--- src/hdl/ubrg_pkg.sv ---
// Package of constants and types for the baud rate generator
package ubrg_pkg;

  // ----------------------------------------
  // Register byte offsets
  // ----------------------------------------
  localparam logic [7:0] OFF_BAUD_CTRL = 8'h00;
  localparam logic [7:0] OFF_RECV_CTRL = 8'h04;
  localparam logic [7:0] OFF_DIV_LOW = 8'h08;
  localparam logic [7:0] OFF_DIV_HIGH = 8'h0C;
  localparam logic [7:0] OFF_XMIT_CTRL = 8'h10;

  // ----------------------------------------
  // Field positions
  // ----------------------------------------
  localparam int BC_ABD_OVF_BIT = 7;
  localparam int BC_RX_IDLE_BIT = 6;
  localparam int BC_WIDE_BIT = 3;
  localparam int TC_SYNC_BIT = 4;
  localparam int TC_HS_BIT = 2;
  localparam int TC_SHIFT_EMPTY_BIT = 1;

  // Software-writable bits of each control byte
  localparam logic [7:0] BC_WR_MASK = 8'h1B;
  localparam logic [7:0] RC_WR_MASK = 8'hF8;
  localparam logic [7:0] TC_WR_MASK = 8'hFD;

  // ----------------------------------------
  // Reset values
  // ----------------------------------------
  localparam logic [7:0] BC_RESET = 8'h00;
  localparam logic [7:0] RC_RESET = 8'h00;
  localparam logic [7:0] TC_RESET = 8'h00;
  localparam logic [7:0] DIV_RESET = 8'h00;

  // ----------------------------------------
  // Rate multipliers; the scaler's terminal count is one less than each
  // ----------------------------------------
  localparam int MULT_SLOW = 64;
  localparam int MULT_MID = 16;
  localparam int MULT_FAST = 4;
  localparam int SCALE_W = 6;

  typedef enum logic [1:0] {
    UBRG_DIV64,
    UBRG_DIV16,
    UBRG_DIV4
  } ubrg_mult_t;

  // Control bytes as seen by the serial engine
  typedef struct packed {
    logic [7:0] baud_control;
    logic [7:0] receive_control;
    logic [7:0] transmit_control;
  } ubrg_ctrl_t;

  // Receiver and transmitter status fed back into the registers
  typedef struct packed {
    logic receiver_idle_flag;
    logic abd_overflow;
    logic shift_empty;
    logic [2:0] rx_status;
  } ubrg_stat_t;

endpackage

--- src/hdl/ubrg_baud_timer.sv ---
// Free-running baud timer with divisor compare
`timescale 1ns/1ps
module ubrg_baud_timer
  import ubrg_pkg::*;
#(
  parameter int WIDTH = 16
) (
  // Clock and reset
  input wire logic ref_clk,
  input wire logic rst_n,
  // Control
  input wire logic clear,
  input wire logic [WIDTH-1:0] limit,
  // Status
  output logic [WIDTH-1:0] count,
  output logic tick
);

  logic [WIDTH-1:0] cnt_ff;
  logic [WIDTH-1:0] nxt_cnt;
  logic tick_ff;
  logic wrap;

  // Compare with >= so a lowered limit never lets the count run away
  assign wrap = (cnt_ff >= limit);
  assign nxt_cnt = (clear || wrap) ? '0 : cnt_ff + 1'b1;

  always_ff @(posedge ref_clk or negedge rst_n) begin
    if (!rst_n) begin
      cnt_ff <= '0;
      tick_ff <= 1'b0;
    end else begin
      cnt_ff <= nxt_cnt;
      tick_ff <= wrap && !clear;
    end
  end

  assign count = cnt_ff;
  assign tick = tick_ff;

endmodule

--- src/hdl/ubrg_rate_scaler.sv ---
// Post-divider that turns timer ticks into bit-rate ticks
`timescale 1ns/1ps
module ubrg_rate_scaler
  import ubrg_pkg::*;
(
  // Clock and reset
  input wire logic ref_clk,
  input wire logic rst_n,
  // Control
  input wire logic clear,
  input wire logic step,
  input wire ubrg_mult_t mult,
  // Output
  output logic bit_tick
);

  logic [SCALE_W-1:0] cnt_ff;
  logic [SCALE_W-1:0] nxt_cnt;
  logic [SCALE_W-1:0] last;
  logic bit_ff;
  logic fire;

  assign last = (mult == UBRG_DIV64) ? SCALE_W'(MULT_SLOW - 1) :
                (mult == UBRG_DIV16) ? SCALE_W'(MULT_MID - 1) : SCALE_W'(MULT_FAST - 1);
  assign fire = step && (cnt_ff >= last);
  assign nxt_cnt = (clear || fire) ? '0 : (step ? cnt_ff + 1'b1 : cnt_ff);

  always_ff @(posedge ref_clk or negedge rst_n) begin
    if (!rst_n) begin
      cnt_ff <= '0;
      bit_ff <= 1'b0;
    end else begin
      cnt_ff <= nxt_cnt;
      bit_ff <= fire && !clear;
    end
  end

  assign bit_tick = bit_ff;

endmodule

--- src/hdl/ubrg_top.sv ---
// Baud rate generator with its control registers on an AHB-Lite slave
`timescale 1ns/1ps

// Contract
// - One timer, 8 or 16 bits, both modes
// - Resets narrow; wide only when select set
// - Timer free runs; divisor bytes set period
// - Async multiplier from high-speed and wide bits
// - Sync mode ignores high-speed select
// - Divisor write clears the timer at once
// - Async narrow slow: clock over 64(n+1)
// - Async wide slow: clock over 16(n+1)
// - Sync mode: clock over 4(n+1)
// - Low byte bits 7:0, high byte 15:8
// - Idle flag 1 idle, 0 receiving
// - Mode bit 1 sync, 0 async
// - High-speed bit 1 fast, 0 slow
module ubrg_top
  import ubrg_pkg::*;
#(
  parameter int DIV_W = 16
) (
  // Clock and reset
  input wire logic ref_clk,
  input wire logic rst_n,
  // AHB-Lite slave
  input wire logic hsel,
  input wire logic [31:0] haddr,
  input wire logic [1:0] htrans,
  input wire logic hwrite,
  input wire logic [2:0] hsize,
  input wire logic [31:0] hwdata,
  input wire logic hready,
  output logic [31:0] hrdata,
  output logic hreadyout,
  output logic hresp,
  // Serial engine status
  input wire ubrg_stat_t status,
  // Serial engine controls and rate ticks
  output ubrg_ctrl_t ctrl,
  output logic timer_tick,
  output logic bit_tick
);

  // ----------------------------------------
  // Bus address and data phases
  // ----------------------------------------
  logic wr_ph_ff;
  logic rd_ph_ff;
  logic [7:0] addr_ff;
  logic [31:0] hrdata_ff;
  logic addr_take;
  logic [2:0] size_unused;

  // Only whole-word single transfers arrive, so size is not decoded
  assign size_unused = hsize;
  assign addr_take = hsel && htrans[1] && hready;

  always_ff @(posedge ref_clk or negedge rst_n) begin
    if (!rst_n) begin
      wr_ph_ff <= 1'b0;
      rd_ph_ff <= 1'b0;
      addr_ff <= 8'h00;
    end else begin
      wr_ph_ff <= addr_take && hwrite;
      rd_ph_ff <= addr_take && !hwrite;
      addr_ff <= addr_take ? haddr[7:0] : addr_ff;
    end
  end

  // A read waits one cycle because its data is loaded into hrdata_ff at the end of the first data cycle
  assign hreadyout = !rd_ph_ff;
  assign hresp = 1'b0;
  assign hrdata = hrdata_ff;

  // ----------------------------------------
  // Register decode
  // ----------------------------------------
  logic hi_addr_zero;
  logic sel_bc;
  logic sel_rc;
  logic sel_lo;
  logic sel_hi;
  logic sel_tc;
  logic [7:0] wbyte;

  assign hi_addr_zero = 1'b1;
  assign sel_bc = (addr_ff == OFF_BAUD_CTRL);
  assign sel_rc = (addr_ff == OFF_RECV_CTRL);
  assign sel_lo = (addr_ff == OFF_DIV_LOW);
  assign sel_hi = (addr_ff == OFF_DIV_HIGH);
  assign sel_tc = (addr_ff == OFF_XMIT_CTRL);
  assign wbyte = hwdata[7:0];

  // ----------------------------------------
  // Control and divisor registers
  // ----------------------------------------
  logic [7:0] bc_ff;
  logic [7:0] rc_ff;
  logic [7:0] tc_ff;
  logic [7:0] div_lo_ff;
  logic [7:0] div_hi_ff;
  logic [7:0] nxt_bc;
  logic [7:0] nxt_rc;
  logic [7:0] nxt_tc;
  logic [7:0] nxt_div_lo;
  logic [7:0] nxt_div_hi;
  logic div_write;

  assign nxt_bc = (wr_ph_ff && sel_bc) ? (wbyte & BC_WR_MASK) : bc_ff;
  assign nxt_rc = (wr_ph_ff && sel_rc) ? (wbyte & RC_WR_MASK) : rc_ff;
  assign nxt_tc = (wr_ph_ff && sel_tc) ? (wbyte & TC_WR_MASK) : tc_ff;
  assign nxt_div_lo = (wr_ph_ff && sel_lo) ? wbyte : div_lo_ff;
  assign nxt_div_hi = (wr_ph_ff && sel_hi) ? wbyte : div_hi_ff;
  assign div_write = wr_ph_ff && (sel_lo || sel_hi);

  always_ff @(posedge ref_clk or negedge rst_n) begin
    if (!rst_n) begin
      bc_ff <= BC_RESET;
      rc_ff <= RC_RESET;
      tc_ff <= TC_RESET;
      div_lo_ff <= DIV_RESET;
      div_hi_ff <= DIV_RESET;
    end else begin
      bc_ff <= nxt_bc;
      rc_ff <= nxt_rc;
      tc_ff <= nxt_tc;
      div_lo_ff <= nxt_div_lo;
      div_hi_ff <= nxt_div_hi;
    end
  end

  // ----------------------------------------
  // Read path
  // ----------------------------------------
  logic [7:0] bc_view;
  logic [7:0] rc_view;
  logic [7:0] tc_view;
  logic [7:0] rd_byte;

  // Status bits are live; reserved bits stay zero through the masks
  assign bc_view = bc_ff | {status.abd_overflow, status.receiver_idle_flag, 6'b00_0000};
  assign rc_view = rc_ff | {5'b0_0000, status.rx_status};
  assign tc_view = tc_ff | {6'b00_0000, status.shift_empty, 1'b0};
  assign rd_byte = !hi_addr_zero ? 8'h00 :
                   sel_bc ? bc_view :
                   sel_rc ? rc_view :
                   sel_lo ? div_lo_ff :
                   sel_hi ? div_hi_ff :
                   sel_tc ? tc_view : 8'h00;

  always_ff @(posedge ref_clk or negedge rst_n) begin
    if (!rst_n) begin
      hrdata_ff <= 32'h0000_0000;
    end else begin
      hrdata_ff <= rd_ph_ff ? {24'h00_0000, rd_byte} : hrdata_ff;
    end
  end

  assign ctrl = '{baud_control: bc_view, receive_control: rc_view, transmit_control: tc_view};

  // ----------------------------------------
  // Mode selection
  // ----------------------------------------
  logic sync_mode;
  logic high_speed_select;
  logic wide_counter_select;
  logic [DIV_W-1:0] eff_div;
  ubrg_mult_t mult_sel;

  assign sync_mode = tc_ff[TC_SYNC_BIT];
  assign high_speed_select = tc_ff[TC_HS_BIT];
  assign wide_counter_select = bc_ff[BC_WIDE_BIT];
  // Narrow counting drops the high byte entirely
  assign eff_div = wide_counter_select ? DIV_W'({div_hi_ff, div_lo_ff}) : DIV_W'(div_lo_ff);

  // Sync mode has one fixed multiplier, whatever the speed bit says
  assign mult_sel = sync_mode ? UBRG_DIV4 :
                    (!wide_counter_select && !high_speed_select) ? UBRG_DIV64 :
                    (wide_counter_select && high_speed_select) ? UBRG_DIV4 :
                    UBRG_DIV16;

  // ----------------------------------------
  // Timer and scaler
  // ----------------------------------------
  logic [DIV_W-1:0] tmr_count;

  // One shared timer serves both modes and never stops
  ubrg_baud_timer #(
    .WIDTH(DIV_W)
  ) u_timer (
    .ref_clk(ref_clk),
    .rst_n(rst_n),
    .clear(div_write),
    .limit(eff_div),
    .count(tmr_count),
    .tick(timer_tick)
  );

  // Scaler is cleared too, so the first new bit is a full period
  ubrg_rate_scaler u_scaler (
    .ref_clk(ref_clk),
    .rst_n(rst_n),
    .clear(div_write),
    .step(timer_tick),
    .mult(mult_sel),
    .bit_tick(bit_tick)
  );

  // ----------------------------------------
  // Checking helpers
  // ----------------------------------------
  logic [22:0] gap_ff;
  logic gap_ok_ff;
  logic [10:0] cfg_ff;
  logic [10:0] cfg_now;
  logic [22:0] n_plus_one;
  logic [16:0] tgap_ff;
  logic tok_ff;

  assign cfg_now = {sync_mode, high_speed_select, wide_counter_select, eff_div[7:0]};
  assign n_plus_one = 23'(eff_div) + 23'd1;

  always_ff @(posedge ref_clk or negedge rst_n) begin
    if (!rst_n) begin
      gap_ff <= 23'h00_0001;
      gap_ok_ff <= 1'b0;
      cfg_ff <= 11'h000;
    end else begin
      gap_ff <= bit_tick ? 23'h00_0001 : gap_ff + 23'h00_0001;
      gap_ok_ff <= (div_write || cfg_now != cfg_ff) ? 1'b0 : (bit_tick ? 1'b1 : gap_ok_ff);
      cfg_ff <= cfg_now;
    end
  end

  // Timer spacing, trusted only after a full undisturbed period
  always_ff @(posedge ref_clk or negedge rst_n) begin
    if (!rst_n) begin
      tgap_ff <= 17'h0_0001;
      tok_ff <= 1'b0;
    end else begin
      tgap_ff <= timer_tick ? 17'h0_0001 : tgap_ff + 17'h0_0001;
      tok_ff <= (div_write || cfg_now != cfg_ff) ? 1'b0 : (timer_tick ? 1'b1 : tok_ff);
    end
  end
endmodule

--- config.mk ---
export PLATFORM = sky130hd
export DESIGN_NAME = ubrg_top
export DESIGN_NICKNAME = d
export VERILOG_FILES = /design/src/hdl/ubrg_pkg.sv /design/src/hdl/ubrg_baud_timer.sv /design/src/hdl/ubrg_rate_scaler.sv /design/src/hdl/ubrg_top.sv
export SDC_FILE = /design/constraint.sdc
export NUM_CORES = 1
export LEC_CHECK = 0
export ABC_AREA = 1
export BUFFER_PORTS_ARGS = -buffer_cell sky130_fd_sc_hd__buf_4
export CAP_MARGIN = 10
export CORE_ASPECT_RATIO = 1.75
export CORE_MARGIN = 1.5
export CORE_UTILIZATION = 48
export CTS_BUF_LIST = sky130_fd_sc_hd__clkbuf_2
export CTS_CLUSTER_DIAMETER = 30
export DETAILED_ROUTE_END_ITERATION = 6
export GPL_TIMING_DRIVEN = 0
export PLACE_DENSITY = 0.79
export REMOVE_ABC_BUFFERS = 1
export SYNTH_ARGS = -nofsm -noshare
export SYNTH_HDL_FRONTEND = slang
export SYNTH_SLANG_ARGS = --single-unit
--- constraint.sdc ---
create_clock -name ref_clk -period 2 [get_ports ref_clk]
set_input_delay 0.3 -clock ref_clk [delete_from_list [all_inputs] [get_ports ref_clk]]
set_output_delay 0.3 -clock ref_clk [all_outputs]
set_load 0.02 [all_outputs]
; ---- After elaboration in Yosys (flattened, before gate mapping)
; Cells that the tools add are included.
[word_totals]
regBits = 74
out_inout_bits = 60
elab_cells = 65
[op_classes]
addsub = 2
order_cmp = 2
eq_ne = 5
mux = 14
bitwise_logic = 3
n_reduce_logical = 26
[op_table]
columns = op, count
row1 = 8-bit 2-to-1 mux, 5
row2 = 16-bit 2-to-1 mux, 2
row3 = 6-bit 2-to-1 mux, 3
row4 = "16-bit by 1-bit adder with 16-bit output, second input constant", 1
row5 = "8-bit by 4-bit == test with 1-bit output, second input constant", 2
row6 = 16-bit greater-or-equal comparator, 1
row7 = 1-bit logical AND, 15
row8 = "8-bit by 3-bit == test with 1-bit output, second input constant", 1
row9 = "8-bit by 5-bit == test with 1-bit output, second input constant", 1
row10 = 8-bit logical NOT, 1
row11 = 5-bit by 8-bit OR with 8-bit output, 1
row12 = 8-bit by 2-bit OR with 8-bit output, 1
row13 = 8-bit by 3-bit OR with 8-bit output, 1
row14 = "6-bit by 1-bit adder with 6-bit output, second input constant", 1
row15 = 6-bit greater-or-equal comparator, 1
row16 = 2-bit 2-to-1 mux, 3
row17 = 1-bit logical NOT, 5
row18 = 4-bit 2-to-1 mux, 1
row19 = 1-bit logical OR, 3
row20 = "2-bit by 1-bit == test with 1-bit output, second input constant", 1
row21 = 2-bit logical NOT, 1
row22 = 2-bit nonzero test, 1

; ---- Depth between registers and ports, before layout
[depth]
word_depth = 11
depth_mapped = 13
ltp_nobuf = 13

; ---- By module
; From an unflattened synthesis, not the netlist that was laid out.
[unflattened]
cells_unflattened = 545
hier_area_um2 = 4521.8
[modules_own_cells]
columns = module, instances, cells_each, area_each_um2
row1 = ubrg_top, 1, 333, 2761.4
row2 = ubrg_baud_timer, 1, 156, 1315.0
row3 = ubrg_rate_scaler, 1, 56, 445.4

; ---- Worst setup path before layout
; No wires, ideal clock.
[synth_timing]
path_kind = reg-to-reg
start = register tc_ff[2]
end = register u_scaler.cnt_ff[0]
setup_ps = 65
t_arrival_ps = 2010
required_ps = 1935
path_slack_ps = -75
stages_incl_launch_ff = 13
synth_period_minus_slack_ps = 2075
cell_sequence = dfrtp_1 ha_1 inv_1 nand2_1 or2_2 ha_1 nand2_1 inv_1 o21ai_0 and3_1 clkbuf_1 nand4_1 nand2_1
[synth_via]
elab_chain_cells = 11
[synth_rtl]
columns = item, line
row1 = start: declaration, ubrg_top.sv:100  ; logic [7:0] tc_ff;
row2 = start signal: assignment, ubrg_top.sv:127  ; tc_ff <= nxt_tc;
row3 = 1-bit logical AND or 1-bit logical NOT (tied branches), "ubrg_top.sv:180, ubrg_top.sv:179"
row4 = 2-bit 2-to-1 mux or 1-bit logical AND (tied branches), "ubrg_top.sv:180, ubrg_top.sv:179"
row5 = 2-bit 2-to-1 mux *, ubrg_top.sv:179  ; (!wide_counter_select && !high_speed_select) ? UBRG_DIV64 :
row6 = 2-bit 2-to-1 mux *, ubrg_top.sv:178  ; assign mult_sel = sync_mode ? UBRG_DIV4 :
row7 = 2-bit by 1-bit == test with 1-bit output, ubrg_rate_scaler.sv:24  ; (mult == UBRG_DIV16) ? SCALE_W'(MULT_MID - 1) : SCALE_W'(MULT_FAST - 1);
row8 = 4-bit 2-to-1 mux, ubrg_rate_scaler.sv:24
row9 = 6-bit 2-to-1 mux *, ubrg_rate_scaler.sv:23  ; assign last = (mult == UBRG_DIV64) ? SCALE_W'(MULT_SLOW - 1) :
row10 = 6-bit greater-or-equal comparator *, ubrg_rate_scaler.sv:25  ; assign fire = step && (cnt_ff >= last);
row11 = 1-bit logical AND *, ubrg_rate_scaler.sv:25
row12 = 1-bit logical OR *, ubrg_rate_scaler.sv:26  ; assign nxt_cnt = (clear || fire) ? '0 : (step ? cnt_ff + 1'b1 : cnt_ff);
row13 = 6-bit 2-to-1 mux or 2-bit nonzero test (tied branches), --
row14 = end signal: assignment, ubrg_rate_scaler.sv:33  ; cnt_ff <= nxt_cnt;
row15 = end: declaration, ubrg_rate_scaler.sv:17  ; logic [SCALE_W-1:0] cnt_ff;
; Mark *: on every way between the ends. The rest lies on a longest branch, timed or not.
; A chain may end at the register's enable or synchronous reset.

; ---- Worst setup path after layout
[layout_timing]
start = register bc_ff[3]
end = register u_timer.cnt_ff[3], in the netlist u_timer.count[3]
[layout_via]
elab_chain_cells = 4
[layout_rtl]
columns = item, line
row1 = start: declaration, ubrg_top.sv:98  ; logic [7:0] bc_ff;
row2 = start signal: assignment, ubrg_top.sv:125  ; bc_ff <= nxt_bc;
row3 = 16-bit 2-to-1 mux, ubrg_top.sv:175  ; assign eff_div = wide_counter_select ? DIV_W'({div_hi_ff, div_lo_ff}) : DIV_W'(div_lo_ff);
row4 = 16-bit greater-or-equal comparator, ubrg_baud_timer.sv:25  ; assign wrap = (cnt_ff >= limit);
row5 = 1-bit logical OR, ubrg_baud_timer.sv:26  ; assign nxt_cnt = (clear || wrap) ? '0 : cnt_ff + 1'b1;
row6 = 16-bit 2-to-1 mux, ubrg_baud_timer.sv:26
row7 = net u_timer.nxt_cnt[3], ubrg_baud_timer.sv:20  ; logic [WIDTH-1:0] nxt_cnt;
row8 = end signal: assignment, ubrg_baud_timer.sv:33  ; cnt_ff <= nxt_cnt;
row9 = end: declaration, ubrg_baud_timer.sv:19  ; logic [WIDTH-1:0] cnt_ff;
; The timed path passes the listed nets, and every way through them passes these cells.

==> results.json <==
{
  "layout_common_cells": "112 x nand2_1, 73 x dfrtp_1, 67 x buf_4, 60 x nor2_1, 49 x inv_1",
  "gr-total-overflow": 0,
  "min_period_over_period_pct": 97.7,
  "grt_setup_unrepaired": "yes",
  "drt.antenna.violating_nets": 0,
  "dpl.cell_count": 685,
  "worst_pin_slew_ns": 0.943,
  "hold_class": "input pin to flip-flop",
  "status": "finished clean",
  "synth_cells": 526,
  "clk_path_buf_depth": 2,
  "final_layout_size_suffix_gt1_share_pct": 20.8,
  "dr_total_vias": 3716,
  "drtIter0Drc": 280,
  "setup_viol": 0,
  "ir_drop_mv": 0.483,
  "area_delta_synth_final_pct": 19.0,
  "drc": 0,
  "syn_area_um2": 4270,
  "slew-limit-headroom_pct": 37.2,
  "die_area_um2": 9480,
  "viasPerCell": 5.14,
  "dieHeight_um": 128,
  "cp_max_fo": 8,
  "synth-seq-area-share_pct": 43.4,
  "cap_violations": 0,
  "grt_pass1_vias": 3668,
  "critical_path_arrival_ns": 2.44,
  "final_cells": 723,
  "fill_cells": 779,
  "hold_viol_final": 0,
  "dr.pass1.iters": 6,
  "cts_root_buf": "clkbuf_2",
  "critPathRequiredTime_ns": 2.48,
  "avgSynthCellArea_um2": 8.11,
  "fin_area_um2": 5080,
  "nets": 704,
  "finalPower_uw": 3000,
  "r2r_cells": 11,
  "power_density_nw_per_um2": 591,
  "coreArea_um2": 8670,
  "period_minus_slack_ns": 1.95,
  "placed_cell_area_um2": 4650,
  "start_util_pct": 49.2,
  "end_kind": "flip-flop",
  "cts-htree-levels": 3,
  "place_congestion": 0.892,
  "antenna_found_initial": 1,
  "placementRows": 45,
  "grt_usage_pct": 22.7,
  "leakage_uw": 0.00279,
  "yosys_warnings": 0,
  "dp_hpwl_um": 7430,
  "clock_sinks": 74,
  "clk_pin_slew_ns": 0.18,
  "port_buffers": 60,
  "drt_wl_total_um": 10600,
  "grt_max_degree": 75,
  "holdPathStages": 3,
  "cp-start-kind": "flip-flop",
  "slew_viol_final": 0,
  "yosys.cell_types.count": 31,
  "worstSetupPathType": "flip-flop to flip-flop",
  "worst_skew_pair.late_latency_ns": 0.55,
  "fin_util_pct": 58.6,
  "ios": 140,
  "fmax_ghz": 0.512,
  "cts_tree": "yes",
  "synth-seq-cells": 74,
  "grt_pass1_wl_um": 16300,
  "fin_worst_skew_ns": 0.0245,
  "cts_made_buffers": 9,
  "fp.dieW_um": 74.3,
  "layout_commonest_cell": "nand2_1",
  "wl_per_cell_um": 14.7
}
layer usage:
metal	up-vias	routed length, um	track usage (%)
met3	53	512	5.19
li1	1780	-	-
met1	1737	3840	24.5
met5	-	0	0
met4	0	561	13.7
met2	146	5720	39.0
cell type report:
cell class                      count  area, um^2  area share, %
Clock inverter                      4        43.8          0.862
Sequential cell                    74        1850           36.5
Antenna cell                        1        2.50         0.0493
Clock buffer                       11        55.1           1.08
Inverter                           53         203           3.99
Multi-Input combinational cell    382        2100           41.4
Tap cell                          117         146           2.88
Timing Repair Buffer               81         669           13.2
critical path, cell delays in order, from the launching register on:
cell	delay (ns)
dfrtp_2	0.47
buf_6	0.15
nand2_1	0.06
ha_1	0.28
nand2_1	0.07
inv_1	0.05
nand3_2	0.09
a21oi_1	0.06
nor2_2	0.20
nand4_4	0.15
clkbuf_16	0.20
nor2_1	0.12
registers in the layout, indices dropped and copies added, names as in the netlist:
register,cells
wr_ph_ff,1
u_scaler.bit_tick,1
rd_ph_ff,1
u_scaler.cnt_ff,6
hrdata,8
div_hi_ff,8
rc_ff,5
div_lo_ff,8
tc_ff,7
u_timer.count,16
bc_ff,4
u_timer.tick,1
addr_ff,8
cell families (layout without fill, tap and decap cells):
kind of cell / Yosys count / in the layout / share of synthesized area, %
adder cells (fa/ha/maj): 23 / 23 / 6.75
buffers and inverters: 97 / 149 / 12.1
other: 1 / 28 / 0.0879
flip-flops: 74 / 74 / 43.4
XOR/XNOR: 18 / 18 / 3.70
AO/OA/AOI/OAI: 61 / 61 / 7.22
AND/OR/NAND/NOR: 252 / 253 / 26.8
Yosys cell counts, drive strengths merged:
master | instances | area share (%)
nor3 | 2 | 0.23
and2 | 1 | 0.15
dfrtp | 74 | 43
conb | 1 | 0.088
nand4 | 12 | 2.3
clkbuf | 6 | 0.53
a21o | 1 | 0.18
nor2 | 66 | 6.3
nand3 | 43 | 5.6
and3 | 1 | 0.15
nor3b | 1 | 0.18
o21ai | 40 | 4.7
a21oi | 20 | 2.3
ha | 23 | 6.7
xor2 | 11 | 2.3
xnor2 | 7 | 1.4
clkinv | 1 | 0.088
buf | 38 | 6.8
inv | 52 | 4.6
nand2 | 120 | 11
or2 | 6 | 0.88
repair_timing:
action                                  CTS  global route
hold buffers                             11             0
hold endpoints to repair                 85             0
pin swaps                                 2            11
endpoints found under the setup margin   25            35
resized for setup                         8            19
setup buffers                             4             5
cloned                                    0             2
per-stage QoR:
stage	hold WS (ns)	TNS [ns]	setup slack, ns
final	0.0502	0	0.0452
after global routing	0.0351	-0.557	-0.0485
after CTS	0.0167	0	0.0149
after detailed placement	0.466	-3.26	-0.299
after global placement	0.464	-2.61	-0.236
after floorplan	0.00441	-0.594	-0.0871
path summary, 6_finish.rpt:
kind                                               to  slack (ns)                     start
setup / recovery           u_timer.count[3]$_DFF_PN0_        0.05      bc_ff[3]$_DFFE_PN0P_
hold / removal               div_hi_ff[1]$_DFFE_PN0P_        0.05                 hwdata[1]
setup reg to reg           u_timer.count[3]$_DFF_PN0_        0.05      bc_ff[3]$_DFFE_PN0P_
hold reg to reg              div_lo_ff[3]$_DFFE_PN0P_        0.51  div_lo_ff[3]$_DFFE_PN0P_
max in group asynchronous        bc_ff[3]$_DFFE_PN0P_        0.95                     rst_n
min in group asynchronous    div_hi_ff[6]$_DFFE_PN0P_        0.39                     rst_n
power breakdown:
part           internal, uW  switching [uW]  total, uW
Clock                   285             512        796
Combinational           198             315        514
Sequential             1590             102       1690
No activity file was read; power rests on OpenSTA's default activity.
